### config.mk
export PLATFORM = sky130hd
export DESIGN_NAME = fedc_line_code
export DESIGN_NICKNAME = d
export VERILOG_FILES = /design/src/logic/fedc_pkg.sv /design/src/logic/fedc_dscr.sv /design/src/logic/fedc_line_code.sv /design/src/logic/fedc_tx_mlt3.sv
export SDC_FILE = /design/constraint.sdc
export NUM_CORES = 1
export LEC_CHECK = 0
export ABC_AREA = 1
export ABC_CLOCK_PERIOD_IN_PS = 3800
export BUFFER_PORTS_ARGS = -buffer_cell sky130_fd_sc_hd__buf_2
export CORE_ASPECT_RATIO = 2
export CORE_MARGIN = 2
export CORE_UTILIZATION = 45
export DETAILED_ROUTE_END_ITERATION = 16
export GPL_ROUTABILITY_DRIVEN = 0
export PLACE_DENSITY = 0.58
export SYNTH_ARGS = -nofsm -noshare
export SYNTH_HDL_FRONTEND = slang
export SYNTH_SLANG_ARGS = --single-unit
### constraint.sdc
create_clock -name mclk -period 3.8 [get_ports mclk]
set_input_delay 0.95 -clock mclk [delete_from_list [all_inputs] [get_ports mclk]]
set_output_delay 0.95 -clock mclk [all_outputs]
set_load 0.01 [all_outputs]
### src/logic/fedc_pkg.sv
// package for the line-code and descrambler path of a 100 Mb/s phy.
// assumes one bit time per rx_bit_en pulse and a 50 MHz mclk.
package fedc_pkg;

   // timing
   localparam int CLK_PERIOD_NS = 20;
   localparam int HOLD_TIME_NS  = 722000;
   // longest time, so rounded down
   localparam int HOLD_CYC      = HOLD_TIME_NS / CLK_PERIOD_NS;

   // idle recognition and hold timer reload, in bit times
   localparam int CG_BITS        = 5;
   localparam int IDLE_GRP_LOCK  = 12;
   localparam int LOCK_BITS      = IDLE_GRP_LOCK * CG_BITS;
   localparam int RELOAD_BITS    = 58;
   localparam int RUN_W          = 7;

   // code-groups
   localparam logic [4:0] CG_IDLE = 5'h1F;
   localparam logic [4:0] CG_J    = 5'h18;
   localparam logic [4:0] CG_K    = 5'h11;

   // key generator: x^11 + x^9 + 1
   localparam int LFSR_W = 11;
   localparam int TAP_HI = 10;
   localparam int TAP_LO = 8;

   // signal detect, in bit times
   localparam int SD_ON_BITS  = 64;
   localparam int SD_GAP_BITS = 32;
   localparam int SD_ACT_W    = 7;
   localparam int SD_GAP_W    = 6;

   typedef enum logic {ST_ACQ, ST_LOCK} fedc_lock_e;

endpackage : fedc_pkg

### src/logic/fedc_dscr.sv
// 11-bit key generator for the descrambler, open loop while acquiring.
// assumes shift_en marks one received bit and clr comes from lock logic.
`timescale 1ns/100ps
`default_nettype none
module fedc_dscr
(
   input  wire logic mclk,      // 50 MHz clock
   input  wire logic rst_b,     // async reset, active low
   input  wire logic shift_en,  // one bit time
   input  wire logic sd_bit,    // scrambled bit
   input  wire logic closed,    // run closed loop (locked)
   input  wire logic clr,       // wipe key state
   output logic      key        // key bit for this bit time
);

   logic [fedc_pkg::LFSR_W-1:0] lfsr_q, lfsr_d;

   // open loop assumes idle: key equals the inverted scrambled bit
   always_comb
   begin
      key    = lfsr_q[fedc_pkg::TAP_HI] ^ lfsr_q[fedc_pkg::TAP_LO];
      lfsr_d = lfsr_q;
      if (clr)
         lfsr_d = '0;
      else if (shift_en)
         lfsr_d = {lfsr_q[fedc_pkg::LFSR_W-2:0], closed ? key : !sd_bit};
   end

   always_ff @(posedge mclk or negedge rst_b)
   begin
      if (!rst_b)
         lfsr_q <= '0;
      else
         lfsr_q <= lfsr_d;
   end
endmodule : fedc_dscr
`default_nettype wire

### src/logic/fedc_line_code.sv
// top of the 100 Mb/s line-code path: tx split, rx decode, descrambler
// lock with hold timer, 5-bit grouping, alignment and nibble decode.
// assumes rx levels come from the equaliser on mclk, valid at rx_bit_en.
`timescale 1ns/100ps
`default_nettype none
// Operation
// - tx ones alternate between two drive streams
// - transmit path is three-level only, no binary
// - received stream delivered as synchronous 4-bit nibbles
// - link pulses alone never raise signal detect
// - three-level symbols decoded to binary nrzi
// - nrzi converted to nrz before descrambling
// - received bits grouped into 5-bit symbols
// - plain bit is scrambled bit xor key
// - lock after 12 idle groups, then output
// - lock starts a 722 us hold countdown
// - 58 idle bit times reload the timer
// - timer expiry drops lock and clears the key, run count and alignment
// - key from 11-bit lfsr, open loop while acquiring, closed loop once locked
// - j/k pair fixes the code-group boundary
module fedc_line_code
#(
   parameter int HOLD_CYC = fedc_pkg::HOLD_CYC  // hold timer cycles
)
(
   input  wire logic       mclk,        // 50 MHz clock
   input  wire logic       rst_b,       // async reset, active low
   input  wire logic       tx_en,       // transmit active
   input  wire logic       tx_nrz,      // scrambled tx bit
   input  wire logic       rx_bit_en,   // one pulse per rx bit time
   input  wire logic       rx_lvl_pos,  // equalised level is positive
   input  wire logic       rx_lvl_neg,  // equalised level is negative
   output logic            tx_pos,      // positive drive stream
   output logic            tx_neg,      // negative drive stream
   output logic            sig_det,     // 100 Mb/s signal detect
   output logic            desc_lock,   // descrambler locked
   output logic [4:0]      rx_sym5,     // unaligned 5-bit symbol
   output logic            rx_sym5_vld, // symbol strobe
   output logic            rx_aligned,  // boundary fixed by j/k
   output logic [3:0]      rx_nib,      // decoded nibble
   output logic            rx_nib_vld,  // nibble strobe
   output logic            rx_nib_err   // invalid code-group
);

   localparam int HOLD_W = $clog2(HOLD_CYC + 1);
   localparam logic [HOLD_W-1:0] HOLD_LD = HOLD_W'(HOLD_CYC);
   localparam logic [fedc_pkg::RUN_W-1:0] RUN_LOCK =
      fedc_pkg::RUN_W'(fedc_pkg::LOCK_BITS - 1);
   localparam logic [fedc_pkg::RUN_W-1:0] RUN_RELOAD =
      fedc_pkg::RUN_W'(fedc_pkg::RELOAD_BITS - 1);
   localparam logic [fedc_pkg::SD_ACT_W-1:0] SD_ON =
      fedc_pkg::SD_ACT_W'(fedc_pkg::SD_ON_BITS);
   localparam logic [fedc_pkg::SD_GAP_W-1:0] SD_GAP =
      fedc_pkg::SD_GAP_W'(fedc_pkg::SD_GAP_BITS);

   // 5b code-group to {invalid, nibble}; j and k give the preamble nibble
   function automatic logic [4:0] fedc_dec5(input logic [4:0] cg);
      logic [4:0] r;
      r = 5'h10;
      case (cg)
         5'h1E: r = 5'h00;
         5'h09: r = 5'h01;
         5'h14: r = 5'h02;
         5'h15: r = 5'h03;
         5'h0A: r = 5'h04;
         5'h0B: r = 5'h05;
         5'h0E: r = 5'h06;
         5'h0F: r = 5'h07;
         5'h12: r = 5'h08;
         5'h13: r = 5'h09;
         5'h16: r = 5'h0A;
         5'h17: r = 5'h0B;
         5'h1A: r = 5'h0C;
         5'h1B: r = 5'h0D;
         5'h1C: r = 5'h0E;
         5'h1D: r = 5'h0F;
         5'h18: r = 5'h05;
         5'h11: r = 5'h05;
         default: r = 5'h10;
      endcase
      return r;
   endfunction : fedc_dec5

   logic lvl_p_q, lvl_p_d, lvl_n_q, lvl_n_d;
   logic nrzi_q, nrzi_d;
   logic scrambled_bit_q, scrambled_bit_d;
   logic scr_vld_q, scr_vld_d;
   logic [fedc_pkg::SD_ACT_W-1:0] act_q, act_d;
   logic [fedc_pkg::SD_GAP_W-1:0] gap_q, gap_d;
   logic sig_det_q, sig_det_d;
   typedef fedc_pkg::fedc_lock_e fedc_lock_e_t;
   fedc_lock_e_t st_q, st_d;
   logic lock_q, lock_d;
   logic [fedc_pkg::RUN_W-1:0] run_q, run_d;
   logic [HOLD_W-1:0] hold_q, hold_d;
   logic lose_lock;
   logic key;
   logic plain_bit;
   logic [9:0] win;
   logic [8:0] sh_q, sh_d;
   logic [2:0] pcnt_q, pcnt_d, acnt_q, acnt_d;
   logic [4:0] sym5_q, sym5_d, dec;
   logic sym5_vld_q, sym5_vld_d;
   logic aligned_q, aligned_d;
   logic [3:0] nib_q, nib_d;
   logic nib_vld_q, nib_vld_d, nib_err_q, nib_err_d;

   fedc_tx_mlt3 u_tx
   (
      .mclk   (mclk),
      .rst_b  (rst_b),
      .tx_en  (tx_en),
      .tx_nrz (tx_nrz),
      .tx_pos (tx_pos),
      .tx_neg (tx_neg)
   );

   fedc_dscr u_dscr
   (
      .mclk     (mclk),
      .rst_b    (rst_b),
      .shift_en (scr_vld_q),
      .sd_bit   (scrambled_bit_q),
      .closed   (lock_q),
      .clr      (lose_lock),
      .key      (key)
   );

   assign plain_bit = scrambled_bit_q ^ key;

   // front end: level change toggles nrzi, nrzi change gives nrz one
   always_comb
   begin
      lvl_p_d         = lvl_p_q;
      lvl_n_d         = lvl_n_q;
      nrzi_d          = nrzi_q;
      scrambled_bit_d = scrambled_bit_q;
      scr_vld_d       = rx_bit_en;
      if (rx_bit_en)
      begin
         lvl_p_d = rx_lvl_pos;
         lvl_n_d = rx_lvl_neg;
         nrzi_d  = nrzi_q ^ ((rx_lvl_pos != lvl_p_q) ||
                             (rx_lvl_neg != lvl_n_q));
         scrambled_bit_d = nrzi_d ^ nrzi_q;
      end
   end

   // signal detect wants sustained activity; a lone link pulse or an
   // flp burst leaves gaps far above SD_GAP and never fills act_q
   always_comb
   begin
      act_d = act_q;
      gap_d = gap_q;
      if (scr_vld_q)
      begin
         if (scrambled_bit_q)
         begin
            gap_d = '0;
            if (act_q != SD_ON)
               act_d = act_q + 1'b1;
         end
         else if (gap_q == SD_GAP)
            act_d = '0;
         else
            gap_d = gap_q + 1'b1;
      end
      sig_det_d = (act_d == SD_ON);
   end

   // lock: count idle bit times, then guard lock with the hold timer
   always_comb
   begin
      st_d      = st_q;
      run_d     = run_q;
      hold_d    = hold_q;
      lose_lock = 1'b0;
      case (st_q)
         fedc_pkg::ST_ACQ:
         begin
            if (scr_vld_q)
            begin
               if (!plain_bit)
                  run_d = '0;
               else if (run_q == RUN_LOCK)
               begin
                  st_d   = fedc_pkg::ST_LOCK;
                  run_d  = '0;
                  hold_d = HOLD_LD;
               end
               else
                  run_d = run_q + 1'b1;
            end
         end
         fedc_pkg::ST_LOCK:
         begin
            if (hold_q == '0)
            begin
               st_d      = fedc_pkg::ST_ACQ;
               run_d     = '0;
               lose_lock = 1'b1;
            end
            else
            begin
               hold_d = hold_q - 1'b1;
               if (scr_vld_q)
               begin
                  if (!plain_bit)
                     run_d = '0;
                  else if (run_q == RUN_RELOAD)
                  begin
                     run_d  = '0;
                     hold_d = HOLD_LD;
                  end
                  else
                     run_d = run_q + 1'b1;
               end
            end
         end
         default: st_d = fedc_pkg::ST_ACQ;
      endcase
      lock_d = (st_d == fedc_pkg::ST_LOCK);
   end

   // grouping only while locked; alignment waits for the j/k pair
   always_comb
   begin
      win        = {sh_q, plain_bit};
      dec        = fedc_dec5(win[4:0]);
      sh_d       = sh_q;
      pcnt_d     = pcnt_q;
      acnt_d     = acnt_q;
      sym5_d     = sym5_q;
      aligned_d  = aligned_q;
      nib_d      = nib_q;
      nib_err_d  = nib_err_q;
      sym5_vld_d = 1'b0;
      nib_vld_d  = 1'b0;
      if (!lock_q || lose_lock)
      begin
         sh_d      = '0;
         pcnt_d    = '0;
         acnt_d    = '0;
         aligned_d = 1'b0;
      end
      else if (scr_vld_q)
      begin
         sh_d   = win[8:0];
         pcnt_d = (pcnt_q == 3'h4) ? 3'h0 : pcnt_q + 1'b1;
         if (pcnt_q == 3'h4)
         begin
            sym5_d     = win[4:0];
            sym5_vld_d = 1'b1;
         end
         if (win == {fedc_pkg::CG_J, fedc_pkg::CG_K})
         begin
            aligned_d = 1'b1;
            acnt_d    = 3'h0;
            nib_d     = dec[3:0];
            nib_err_d = dec[4];
            nib_vld_d = 1'b1;
         end
         else if (aligned_q)
         begin
            acnt_d = (acnt_q == 3'h4) ? 3'h0 : acnt_q + 1'b1;
            if (acnt_q == 3'h4)
            begin
               nib_d     = dec[3:0];
               nib_err_d = dec[4];
               nib_vld_d = 1'b1;
            end
         end
      end
   end

   // registers of all receive groups
   always_ff @(posedge mclk or negedge rst_b)
   begin
      if (!rst_b)
      begin
         lvl_p_q         <= 1'b0;
         lvl_n_q         <= 1'b0;
         nrzi_q          <= 1'b0;
         scrambled_bit_q <= 1'b0;
         scr_vld_q       <= 1'b0;
         act_q           <= '0;
         gap_q           <= '0;
         sig_det_q       <= 1'b0;
         st_q            <= fedc_pkg::ST_ACQ;
         lock_q          <= 1'b0;
         run_q           <= '0;
         hold_q          <= '0;
         sh_q            <= '0;
         pcnt_q          <= '0;
         acnt_q          <= '0;
         sym5_q          <= '0;
         sym5_vld_q      <= 1'b0;
         aligned_q       <= 1'b0;
         nib_q           <= '0;
         nib_vld_q       <= 1'b0;
         nib_err_q       <= 1'b0;
      end
      else
      begin
         lvl_p_q         <= lvl_p_d;
         lvl_n_q         <= lvl_n_d;
         nrzi_q          <= nrzi_d;
         scrambled_bit_q <= scrambled_bit_d;
         scr_vld_q       <= scr_vld_d;
         act_q           <= act_d;
         gap_q           <= gap_d;
         sig_det_q       <= sig_det_d;
         st_q            <= st_d;
         lock_q          <= lock_d;
         run_q           <= run_d;
         hold_q          <= hold_d;
         sh_q            <= sh_d;
         pcnt_q          <= pcnt_d;
         acnt_q          <= acnt_d;
         sym5_q          <= sym5_d;
         sym5_vld_q      <= sym5_vld_d;
         aligned_q       <= aligned_d;
         nib_q           <= nib_d;
         nib_vld_q       <= nib_vld_d;
         nib_err_q       <= nib_err_d;
      end
   end

   assign sig_det     = sig_det_q;
   assign desc_lock   = lock_q;
   assign rx_sym5     = sym5_q;
   assign rx_sym5_vld = sym5_vld_q;
   assign rx_aligned  = aligned_q;
   assign rx_nib      = nib_q;
   assign rx_nib_vld  = nib_vld_q;
   assign rx_nib_err  = nib_err_q;

   // check-only helpers: bits since the last nibble strobe and a j/k mark;
   // counting bits keeps the pace check valid at any rx_bit_en spacing
   logic [3:0] pace_q, pace_d;
   logic       jk_q, jk_d;

   always_comb
   begin
      pace_d = rx_nib_vld ? 4'h0 : pace_q;
      if (scr_vld_q && pace_d != 4'hF)
         pace_d = pace_d + 4'h1;
      jk_d = lock_q && !lose_lock && scr_vld_q &&
             (win == {fedc_pkg::CG_J, fedc_pkg::CG_K});
   end

   always_ff @(posedge mclk or negedge rst_b)
   begin
      if (!rst_b)
      begin
         pace_q <= 4'h0;
         jk_q   <= 1'b0;
      end
      else
      begin
         pace_q <= pace_d;
         jk_q   <= jk_d;
      end
   end
endmodule : fedc_line_code
`default_nettype wire

### src/logic/fedc_tx_mlt3.sv
// transmit nrzi encoder and three-level split into two drive streams.
// assumes tx_nrz/tx_en come from scrambler logic on mclk, one bit a cycle.
`timescale 1ns/100ps
`default_nettype none
module fedc_tx_mlt3
(
   input  wire logic mclk,    // 50 MHz clock
   input  wire logic rst_b,   // async reset, active low
   input  wire logic tx_en,   // transmit active
   input  wire logic tx_nrz,  // scrambled nrz bit
   output logic      tx_pos,  // drive positive side
   output logic      tx_neg   // drive negative side
);

   logic nrzi_q, nrzi_d;
   logic last_neg_q, last_neg_d;
   logic pos_q, pos_d, neg_q, neg_d;
   logic one_ev;

   // a one flips the nrzi level; that flip is the event the driver sees
   always_comb
   begin
      nrzi_d     = nrzi_q ^ tx_nrz;
      one_ev     = nrzi_d ^ nrzi_q;
      pos_d      = pos_q;
      neg_d      = neg_q;
      last_neg_d = last_neg_q;
      // always three-level; no plain binary path exists
      if (!tx_en)
      begin
         pos_d  = 1'b0;
         neg_d  = 1'b0;
         nrzi_d = nrzi_q;
      end
      else if (one_ev)
      begin
         // from zero go to the side not used last time
         if (!pos_q && !neg_q)
         begin
            pos_d      = last_neg_q;
            neg_d      = !last_neg_q;
            last_neg_d = !last_neg_q;
         end
         else
         begin
            pos_d = 1'b0;
            neg_d = 1'b0;
         end
      end
   end

   always_ff @(posedge mclk or negedge rst_b)
   begin
      if (!rst_b)
      begin
         nrzi_q     <= 1'b0;
         last_neg_q <= 1'b1;
         pos_q      <= 1'b0;
         neg_q      <= 1'b0;
      end
      else
      begin
         nrzi_q     <= nrzi_d;
         last_neg_q <= last_neg_d;
         pos_q      <= pos_d;
         neg_q      <= neg_d;
      end
   end

   assign tx_pos = pos_q;
   assign tx_neg = neg_q;
endmodule : fedc_tx_mlt3
`default_nettype wire

### After elaboration in Yosys (flattened, before gate mapping)

Memories as Yosys holds them, arrays and structs flattened.
Cells that the tools add are included.
Widths: inputs -> output; s select.

| word-level totals | value |
|---|---|
| ROM bits | 160 |
| logic and storage cells | 145 |
| memories | 1 |
| register bits | 86 |
| bits of input ports | 7 |

Memory list:

| memory | words | bits a word | read ports | clocked after memory_dff | wr ports | RTL line | RTL |
|---|---|---|---|---|---|---|---|
| (name not given) | 32 | 5 | 1 | 0 | 0 | fedc_line_code.sv:60 | `case (cg)` |

| operators by class | value |
|---|---|
| equal/unequal tests | 17 |
| muxes and demuxes | 65 |
| bitwise operators | 8 |
| add/sub/neg operators | 6 |
| reduce and logical (&&, ||, !) cells | 23 |

Operator list:

| operator | number |
|---|---|
| $mux 16 | 7 |
| $mux 7 | 11 |
| $pmux 16 s2 | 1 |
| $mux 1 | 27 |
| $mux 3 | 8 |
| $mux 11 | 2 |
| $mux 9 | 2 |
| $logic_not 16->1 | 1 |
| $sub 16x1->16 const B | 1 |
| $add 7x1->7 const B | 2 |
| $eq 7x6->1 const B | 2 |
| $pmux 7 s2 | 1 |
| $mux 4 | 3 |
| $mux 6 | 2 |
| $eq 10x10->1 const B | 1 |
| $ne 2x2->1 const B | 5 |
| $reduce_bool 2->1 | 5 |
| $reduce_and 2->1 | 4 |
| $reduce_and 4->1 | 2 |
| $eq 7x7->1 const B | 1 |
| $ne 7x7->1 const B | 1 |
| $add 3x1->3 const B | 2 |
| $add 6x1->6 const B | 1 |
| $eq 3x3->1 const B | 2 |
| 12 further kinds | 25 |

### Logic depth before layout (Yosys ltp)

| depth | value |
|---|---|
| word-level depth | 6 |
| depth in mapped cells | 15 |
| mapped depth without buffers | 14 |

### Modules after synthesis

From an unflattened synthesis, not the netlist that was laid out.

| second synthesis, totals | value |
|---|---|
| cells, all modules | 605 |
| area total of the unflattened synthesis | 4712.0 um2 |

Modules (own cells, without submodules):

| module | area each (um2) | cells each | instances |
|---|---|---|---|
| fedc_line_code | 4129.0 | 542 | 1 |
| fedc_dscr | 439.2 | 46 | 1 |
| fedc_tx_mlt3 | 143.9 | 17 | 1 |

### Worst setup path after synthesis

No wires, ideal clock.

| timing path | value |
|---|---|
| path type | flip-flop to flip-flop |
| start point | reg u_dscr.lfsr_q[8] in the netlist's numbering |
| end point | reg nib_q[0], in the netlist rx_nib[0] |
| slack | 1846 ps |
| library setup time | 121 ps |
| stages on the path, launching flop included | 15 |
| arrival | 1833 ps |
| data required time | 3679 ps |
| cells stage by stage | dfrtp_1 inv_1 nand2_1 nand3_1 nand2_4 inv_2 buf_6 ha_1 inv_1 nor2_1 nand4_1 nor2_1 a21oi_1 o21ai_0 nand2_1 |

| on the way | value |
|---|---|
| word-level cells in the longest chain between the ends | 6 |

RTL lines:

| item | RTL line | RTL |
|---|---|---|
| from (decl) | fedc_dscr.sv:16 | `logic [fedc_pkg::LFSR_W-1:0] lfsr_q, lfsr_d;` |
| from (signal assigned) | fedc_dscr.sv:34 | `lfsr_q <= lfsr_d;` |
| $xor 1x1->1 * | fedc_dscr.sv:21 | `key = lfsr_q[fedc_pkg::TAP_HI] ^ lfsr_q[fedc_pkg::TAP_LO];` |
| $xor 1x1->1 * | fedc_line_code.sv:129 | `assign plain_bit = scrambled_bit_q ^ key;` |
| named net plain_bit | fedc_line_code.sv:98 | `logic plain_bit;` |
| $mem_v2 32x5 | - |  |
| $mux 4 | fedc_line_code.sv:266 | `if (acnt_q == 3'h4)` |
| $mux 4 | fedc_line_code.sv:263 | `else if (aligned_q)` |
| $mux 4 | fedc_line_code.sv:255 | `if (win == {fedc_pkg::CG_J, fedc_pkg::CG_K})` |
| to (signal assigned) | fedc_line_code.sv:323 | `nib_q <= nib_d;` |
| to (decl) | fedc_line_code.sv:105 | `logic [3:0] nib_q, nib_d;` |

Mark *: on every way through the listed nets, which the timed path passes. The rest lies on a longest branch. The select of a mux whose other input is x is not followed.
A chain may end at the register's enable or synchronous reset.

### Worst setup path in the final report

| timing path | value |
|---|---|
| start point | reg u_dscr.lfsr_q[8] in the netlist's numbering |
| end point | reg nib_q[0], in the netlist rx_nib[0] |

| on the way | value |
|---|---|
| word-level cells in the longest chain between the ends | 6 |

RTL lines:

| item | RTL line |
|---|---|
| $xor 1x1->1 * | fedc_dscr.sv:21 |
| $xor 1x1->1 * | fedc_line_code.sv:129 |
| $mem_v2 32x5 | - |
| $mux 4 | fedc_line_code.sv:266 |
| $mux 4 | fedc_line_code.sv:263 |
| $mux 4 | fedc_line_code.sv:255 |

Every way passes the cells marked *; elsewhere a longest branch is shown, timed or not. The select of a mux whose other input is x is not followed.

==> impl_table.tex <==
\begin{tabular}{lr}
\hline
Metric & Value \\
\hline
\multicolumn{2}{l}{\textbf{Critical path}} \\
\quad Data arrival time of the critical path & 2.54 ns \\
\quad Cell depth of the worst flop-to-flop path & 13 \\
\quad R2R Setup Slk & 1.48 ns \\
\quad WP data required & 4.03 ns \\
\quad R2r endpoint & rx\_nib[0]\$\_DFFE\_PN0P\_ \\
\quad Class of the most critical setup path & reg -> reg \\
\quad Critical Path Fanout Max & 13 \\
\quad Type of element launching the critical path & flip-flop \\
\quad Kind of end point of the critical path & flip-flop \\
\quad Launching point of the worst reg2reg path & u\_dscr.lfsr\_q[8]\$\_DFFE\_PN0P\_ \\
\multicolumn{2}{l}{\textbf{Routing}} \\
\quad Iteration count of the initial detailed-routing pass & 4 \\
\quad WL met1 & 4097 um \\
\quad Number of design rule violations left after detail routing & 0 \\
\quad Detailed Route Iter0 Violations & 165 \\
\quad Highest routed metal layer & met4 \\
\quad Average via count per standard cell & 5.131 \\
\quad Number of nets with antenna violations after detailed routing & 0 \\
\quad Met3 WL & 210 um \\
\quad Routed WL per cell & 13.53 um \\
\quad Total via count in the routed design & 3905 \\
\quad Post-detailed-routing wire length & 10300 um \\
\quad Routed length on met2 & 5812 um \\
\multicolumn{2}{l}{\textbf{Die}} \\
\quad Effective utilization at floorplan & 0.4644 \\
\quad Die footprint & 0.01136 mm\^{}2 \\
\quad \# IOs & 24 \\
\quad Chip Width & 76.37 um \\
\quad Number of rows created at floorplan & 52 \\
\quad Area of the core & 0.01015 mm\^{}2 \\
\quad Die Height & 148.7 um \\
\multicolumn{2}{l}{\textbf{Layout}} \\
\quad Seq. cell area & 0.002103 mm\^{}2 \\
\quad Final nets & 646 \\
\quad Final core utilization & 0.5159 \\
\quad Area growth from synthesis to final layout & 11.10\% \\
\quad Total of fill cells in the finished design & 1022 \\
\quad Diode count & 0 \\
\quad Layout cells sized above 1 & 0.1246 \\
\quad Combined area of the multi-input logic cells & 0.002211 mm\^{}2 \\
\multicolumn{2}{l}{\textbf{Synth}} \\
\quad Number of enable flip-flop cells after synthesis & 0 \\
\quad Proportion of synthesized flip-flops having asynchronous set or reset & 1.000 \\
\quad Leading cell types by total area after synthesis & sky130\_fd\_sc\_hd\_\_dfrtp\_1 (44\%), sky130\_fd\_sc\_hd\_\_nand2\_1 (12\%), sky130\_fd\_sc\_hd\_\_inv\_1 (5.7\%) \\
\quad Mean instance size in the synthesized netlist & 7.895 um\^{}2 \\
\quad Distinct cells, synth & 44 \\
\quad Synth top area share & 0.4407 \\
\quad Dominant register cell in the synthesized netlist & sky130\_fd\_sc\_hd\_\_dfrtp\_1 \\
\quad Sequential cell area fraction in the yosys report & 0.4462 \\
\quad Cell with the most instances after synthesis & sky130\_fd\_sc\_hd\_\_nand2\_1 \\
\quad Number of warnings printed during yosys synthesis & 0 \\
\quad Synth Register Bits & 84 \\
\quad Gate count after technology mapping & 597 \\
\quad Syn nets & 622 \\
\quad Yosys top cell by area & sky130\_fd\_sc\_hd\_\_dfrtp\_1 \\
\quad Post-synthesis instance area & 0.004713 mm\^{}2 \\
\quad Post-synth top cells & sky130\_fd\_sc\_hd\_\_nand2\_1 (145), sky130\_fd\_sc\_hd\_\_dfrtp\_1 (83), sky130\_fd\_sc\_hd\_\_inv\_1 (71), sky130\_fd\_sc\_hd\_\_nor2\_1 (57), sky130\_fd\_sc\_hd\_\_nand3\_1 (51) \\
\multicolumn{2}{l}{\textbf{Power and ir drop}} \\
\quad Power share of the sequential group & 0.459 \\
\quad Internal & 1.652 mW \\
\quad Clk network pwr share & 0.377 \\
\quad P\_sw & 687.9 uW \\
\quad Worst-case vdd ir drop & 0.2298 mV \\
\quad Pwr dens & 447.0 mW/mm\^{}2 \\
\quad Leakage dissipation & 2.770 nW \\
\quad Proportion of total power due to net switching & 0.2939 \\
\quad Fraction of power consumed by combinational cells & 0.164 \\
\multicolumn{2}{l}{\textbf{STA}} \\
\quad Setup-violating endpoint count in the final report & 0 \\
\quad Final hold vios & 0 \\
\quad TNS Setup & 0 ns \\
\quad Final period util & 0.6094 \\
\quad Final critical-path required period & 2.316 ns \\
\quad Fmax & 431.8 MHz \\
\quad Worst slew pin tran & 0.8048 ns \\
\quad Slew Limit Fails & 0 \\
\quad Final Skew & 0.006680 ns \\
\quad Normalized max-slew margin & 0.4635 \\
\quad RSZ-0062 raised after global routing & no \\
\multicolumn{2}{l}{\textbf{Global routing}} \\
\quad Largest net degree at the start of global routing & 63 \\
\quad Global-route wire length before repair & 17580 um \\
\quad Overall track demand over capacity in global routing & 0.1913 \\
\quad Gr ovfl total & 0 \\
\quad Number of antenna violations at the first check in global routing & 0 \\
\quad Via count of the first global-routing pass & 3845 \\
\multicolumn{2}{l}{\textbf{Clock tree}} \\
\quad Post-CTS setup-driven buffer insertion count & 0 \\
\quad CTS Buf Count & 9 \\
\quad Clock transition at the registers of the reported paths & 0.06 ns \\
\quad Count of clock tree sinks & 84 \\
\quad Worst-case clock buffer depth & 2 \\
\quad Clock tree from TritonCTS & yes \\
\quad H-tree levels & 3 \\
\quad Hold-fix buffers at CTS & 0 \\
\quad Clk\_lat worst skew & 0.34 ns \\
\quad Cts repair resizes & 0 \\
\quad Root buf cell & sky130\_fd\_sc\_hd\_\_clkbuf\_16 \\
\multicolumn{2}{l}{\textbf{Placement}} \\
\quad Number of input and output port buffers inserted & 23 \\
\quad Detailed Place HPWL & 7493 um \\
\multicolumn{2}{l}{\textbf{Status}} \\
\quad Status & complete, no violations \\
\multicolumn{2}{l}{\textbf{Min path}} \\
\quad Worst hold path startpoint & rx\_sym5[1]\$\_DFFE\_PN0P\_ \\
\quad Hold WC Path Type & reg -> reg \\
\quad End of the worst hold path & rx\_sym5[1]\$\_DFFE\_PN0P\_ \\
\quad Cell depth of the worst hold path & 2 \\
\multicolumn{2}{l}{\textbf{Flow run}} \\
\quad Max-cap violations & 0 \\
\hline
\end{tabular}
-- through the flow --
stage	power [mW]	hold WS, ns	instance area [um^2]	setup slack [ns]	cells
after floorplan	1.365	0.4454	4713	1.846	597
after global placement	1.466	0.4616	4933	1.625	745
after detailed placement	1.478	0.4676	4933	1.521	745
after CTS	2.371	0.4827	5236	1.497	761
after global routing	2.490	0.4994	5236	1.173	761
final	2.340	0.4770	5236	1.484	761
-- worst max path at each step --
| stage | from | slack, ns | depth (start not counted) | end |
|---|---|---|---|---|
| after floorplan | u_dscr.lfsr_q[8]$_DFFE_PN0P_ | 1.85 | 14 | rx_nib[0]$_DFFE_PN0P_ |
| after global placement | scrambled_bit_q$_DFFE_PN0P_ | 1.62 | 12 | rx_nib[2]$_DFFE_PN0P_ |
| after detailed placement | u_dscr.lfsr_q[8]$_DFFE_PN0P_ | 1.52 | 14 | rx_nib[2]$_DFFE_PN0P_ |
| after CTS | u_dscr.lfsr_q[8]$_DFFE_PN0P_ | 1.50 | 14 | rx_nib[2]$_DFFE_PN0P_ |
| after global routing | u_dscr.lfsr_q[8]$_DFFE_PN0P_ | 1.17 | 14 | acnt_q[0]$_DFFE_PN0P_ |
| final | u_dscr.lfsr_q[8]$_DFFE_PN0P_ | 1.48 | 13 | rx_nib[0]$_DFFE_PN0P_ |
-- area by class of cell --
class | instances | share of cell area
Multi-Input combinational cell | 419 | 0.4222
Tap cell | 135 | 0.03226
Timing Repair Buffer | 27 | 0.02820
Clock inverter | 5 | 0.01147
Clock buffer | 11 | 0.04636
Inverter | 80 | 0.05783
Sequential cell | 84 | 0.4017
-- routing by layer --
metal	vias to the layer above	track usage
met3	14	0.03269
met5	-	0
met2	56	0.3712
met4	0	0.07091
met1	1860	0.2032
li1	1975	-
-- placed cells by master (no fill, tap or decap), types with 2 or more instances in the layout --
cell                        instances
sky130_fd_sc_hd__nor2_2             5
sky130_fd_sc_hd__o21ai_1            7
sky130_fd_sc_hd__inv_1             71
sky130_fd_sc_hd__nand2_1          145
sky130_fd_sc_hd__nand4_1            8
sky130_fd_sc_hd__nor2_1            57
sky130_fd_sc_hd__dfrtp_1           83
sky130_fd_sc_hd__clkbuf_16          9
sky130_fd_sc_hd__nand2_4            4
sky130_fd_sc_hd__a21oi_1           11
sky130_fd_sc_hd__nor3_1            12
sky130_fd_sc_hd__nand2_2            4
sky130_fd_sc_hd__ha_1              18
sky130_fd_sc_hd__xor2_1             7
sky130_fd_sc_hd__nor2_4             4
sky130_fd_sc_hd__o211ai_1           3
sky130_fd_sc_hd__o21ai_0           42
sky130_fd_sc_hd__nand3_2            2
sky130_fd_sc_hd__or2_2              2
sky130_fd_sc_hd__nand3_1           51
sky130_fd_sc_hd__o22ai_1           10
sky130_fd_sc_hd__xnor2_1            2
sky130_fd_sc_hd__buf_2             22
sky130_fd_sc_hd__inv_2              7
sky130_fd_sc_hd__mux2_2             2
sky130_fd_sc_hd__nand3b_1           4
sky130_fd_sc_hd__a31oi_1            6
sky130_fd_sc_hd__buf_4              5
sky130_fd_sc_hd__nor3b_1            3
-- power by group through the flow --
stage	registers [mW]	clock network (mW)	logic, mW
floorplan	1.07	0	0.295
global placement	1.09	0	0.377
detailed placement	1.09	0	0.387
CTS	1.08	0.906	0.390
global route	1.09	0.949	0.452
finish	1.07	0.882	0.383
-- critical path, cell delays in order (launching register included) --
cell and delay (ns):
sky130_fd_sc_hd__dfrtp_1 0.40, sky130_fd_sc_hd__inv_1 0.12, sky130_fd_sc_hd__nand2_1 0.10, sky130_fd_sc_hd__nand3_2 0.10, sky130_fd_sc_hd__nand2_4 0.10, sky130_fd_sc_hd__inv_2 0.20
sky130_fd_sc_hd__ha_1 0.18, sky130_fd_sc_hd__inv_1 0.04, sky130_fd_sc_hd__nor2_1 0.15, sky130_fd_sc_hd__nand4_1 0.11, sky130_fd_sc_hd__nor2_1 0.24, sky130_fd_sc_hd__a21oi_1 0.18
sky130_fd_sc_hd__o21ai_0 0.20, sky130_fd_sc_hd__nand2_1 0.08
-- cells by family after synthesis --
kind of cell               count (synthesis)  synth area share
AOI/OAI and AO/OA                         83           0.09689
buffers and inverters                     94           0.08468
adders and majority gates                 18           0.04778
xor gates and xnor gates                   9           0.01673
muxes                                      2          0.004778
DFF                                       84            0.4462
and+or+nand+nor                          307            0.3029
-- flip-flops by register name (all words and copies together) (netlist names), 3 cells and up --
signal	cells
act_q	7
pcnt_q	3
hold_q	16
acnt_q	3
run_q	7
gap_q	6
u_dscr.lfsr_q	11
rx_sym5	5
rx_nib	4
sh_q	9
Power figures use the tool's default switching activity.
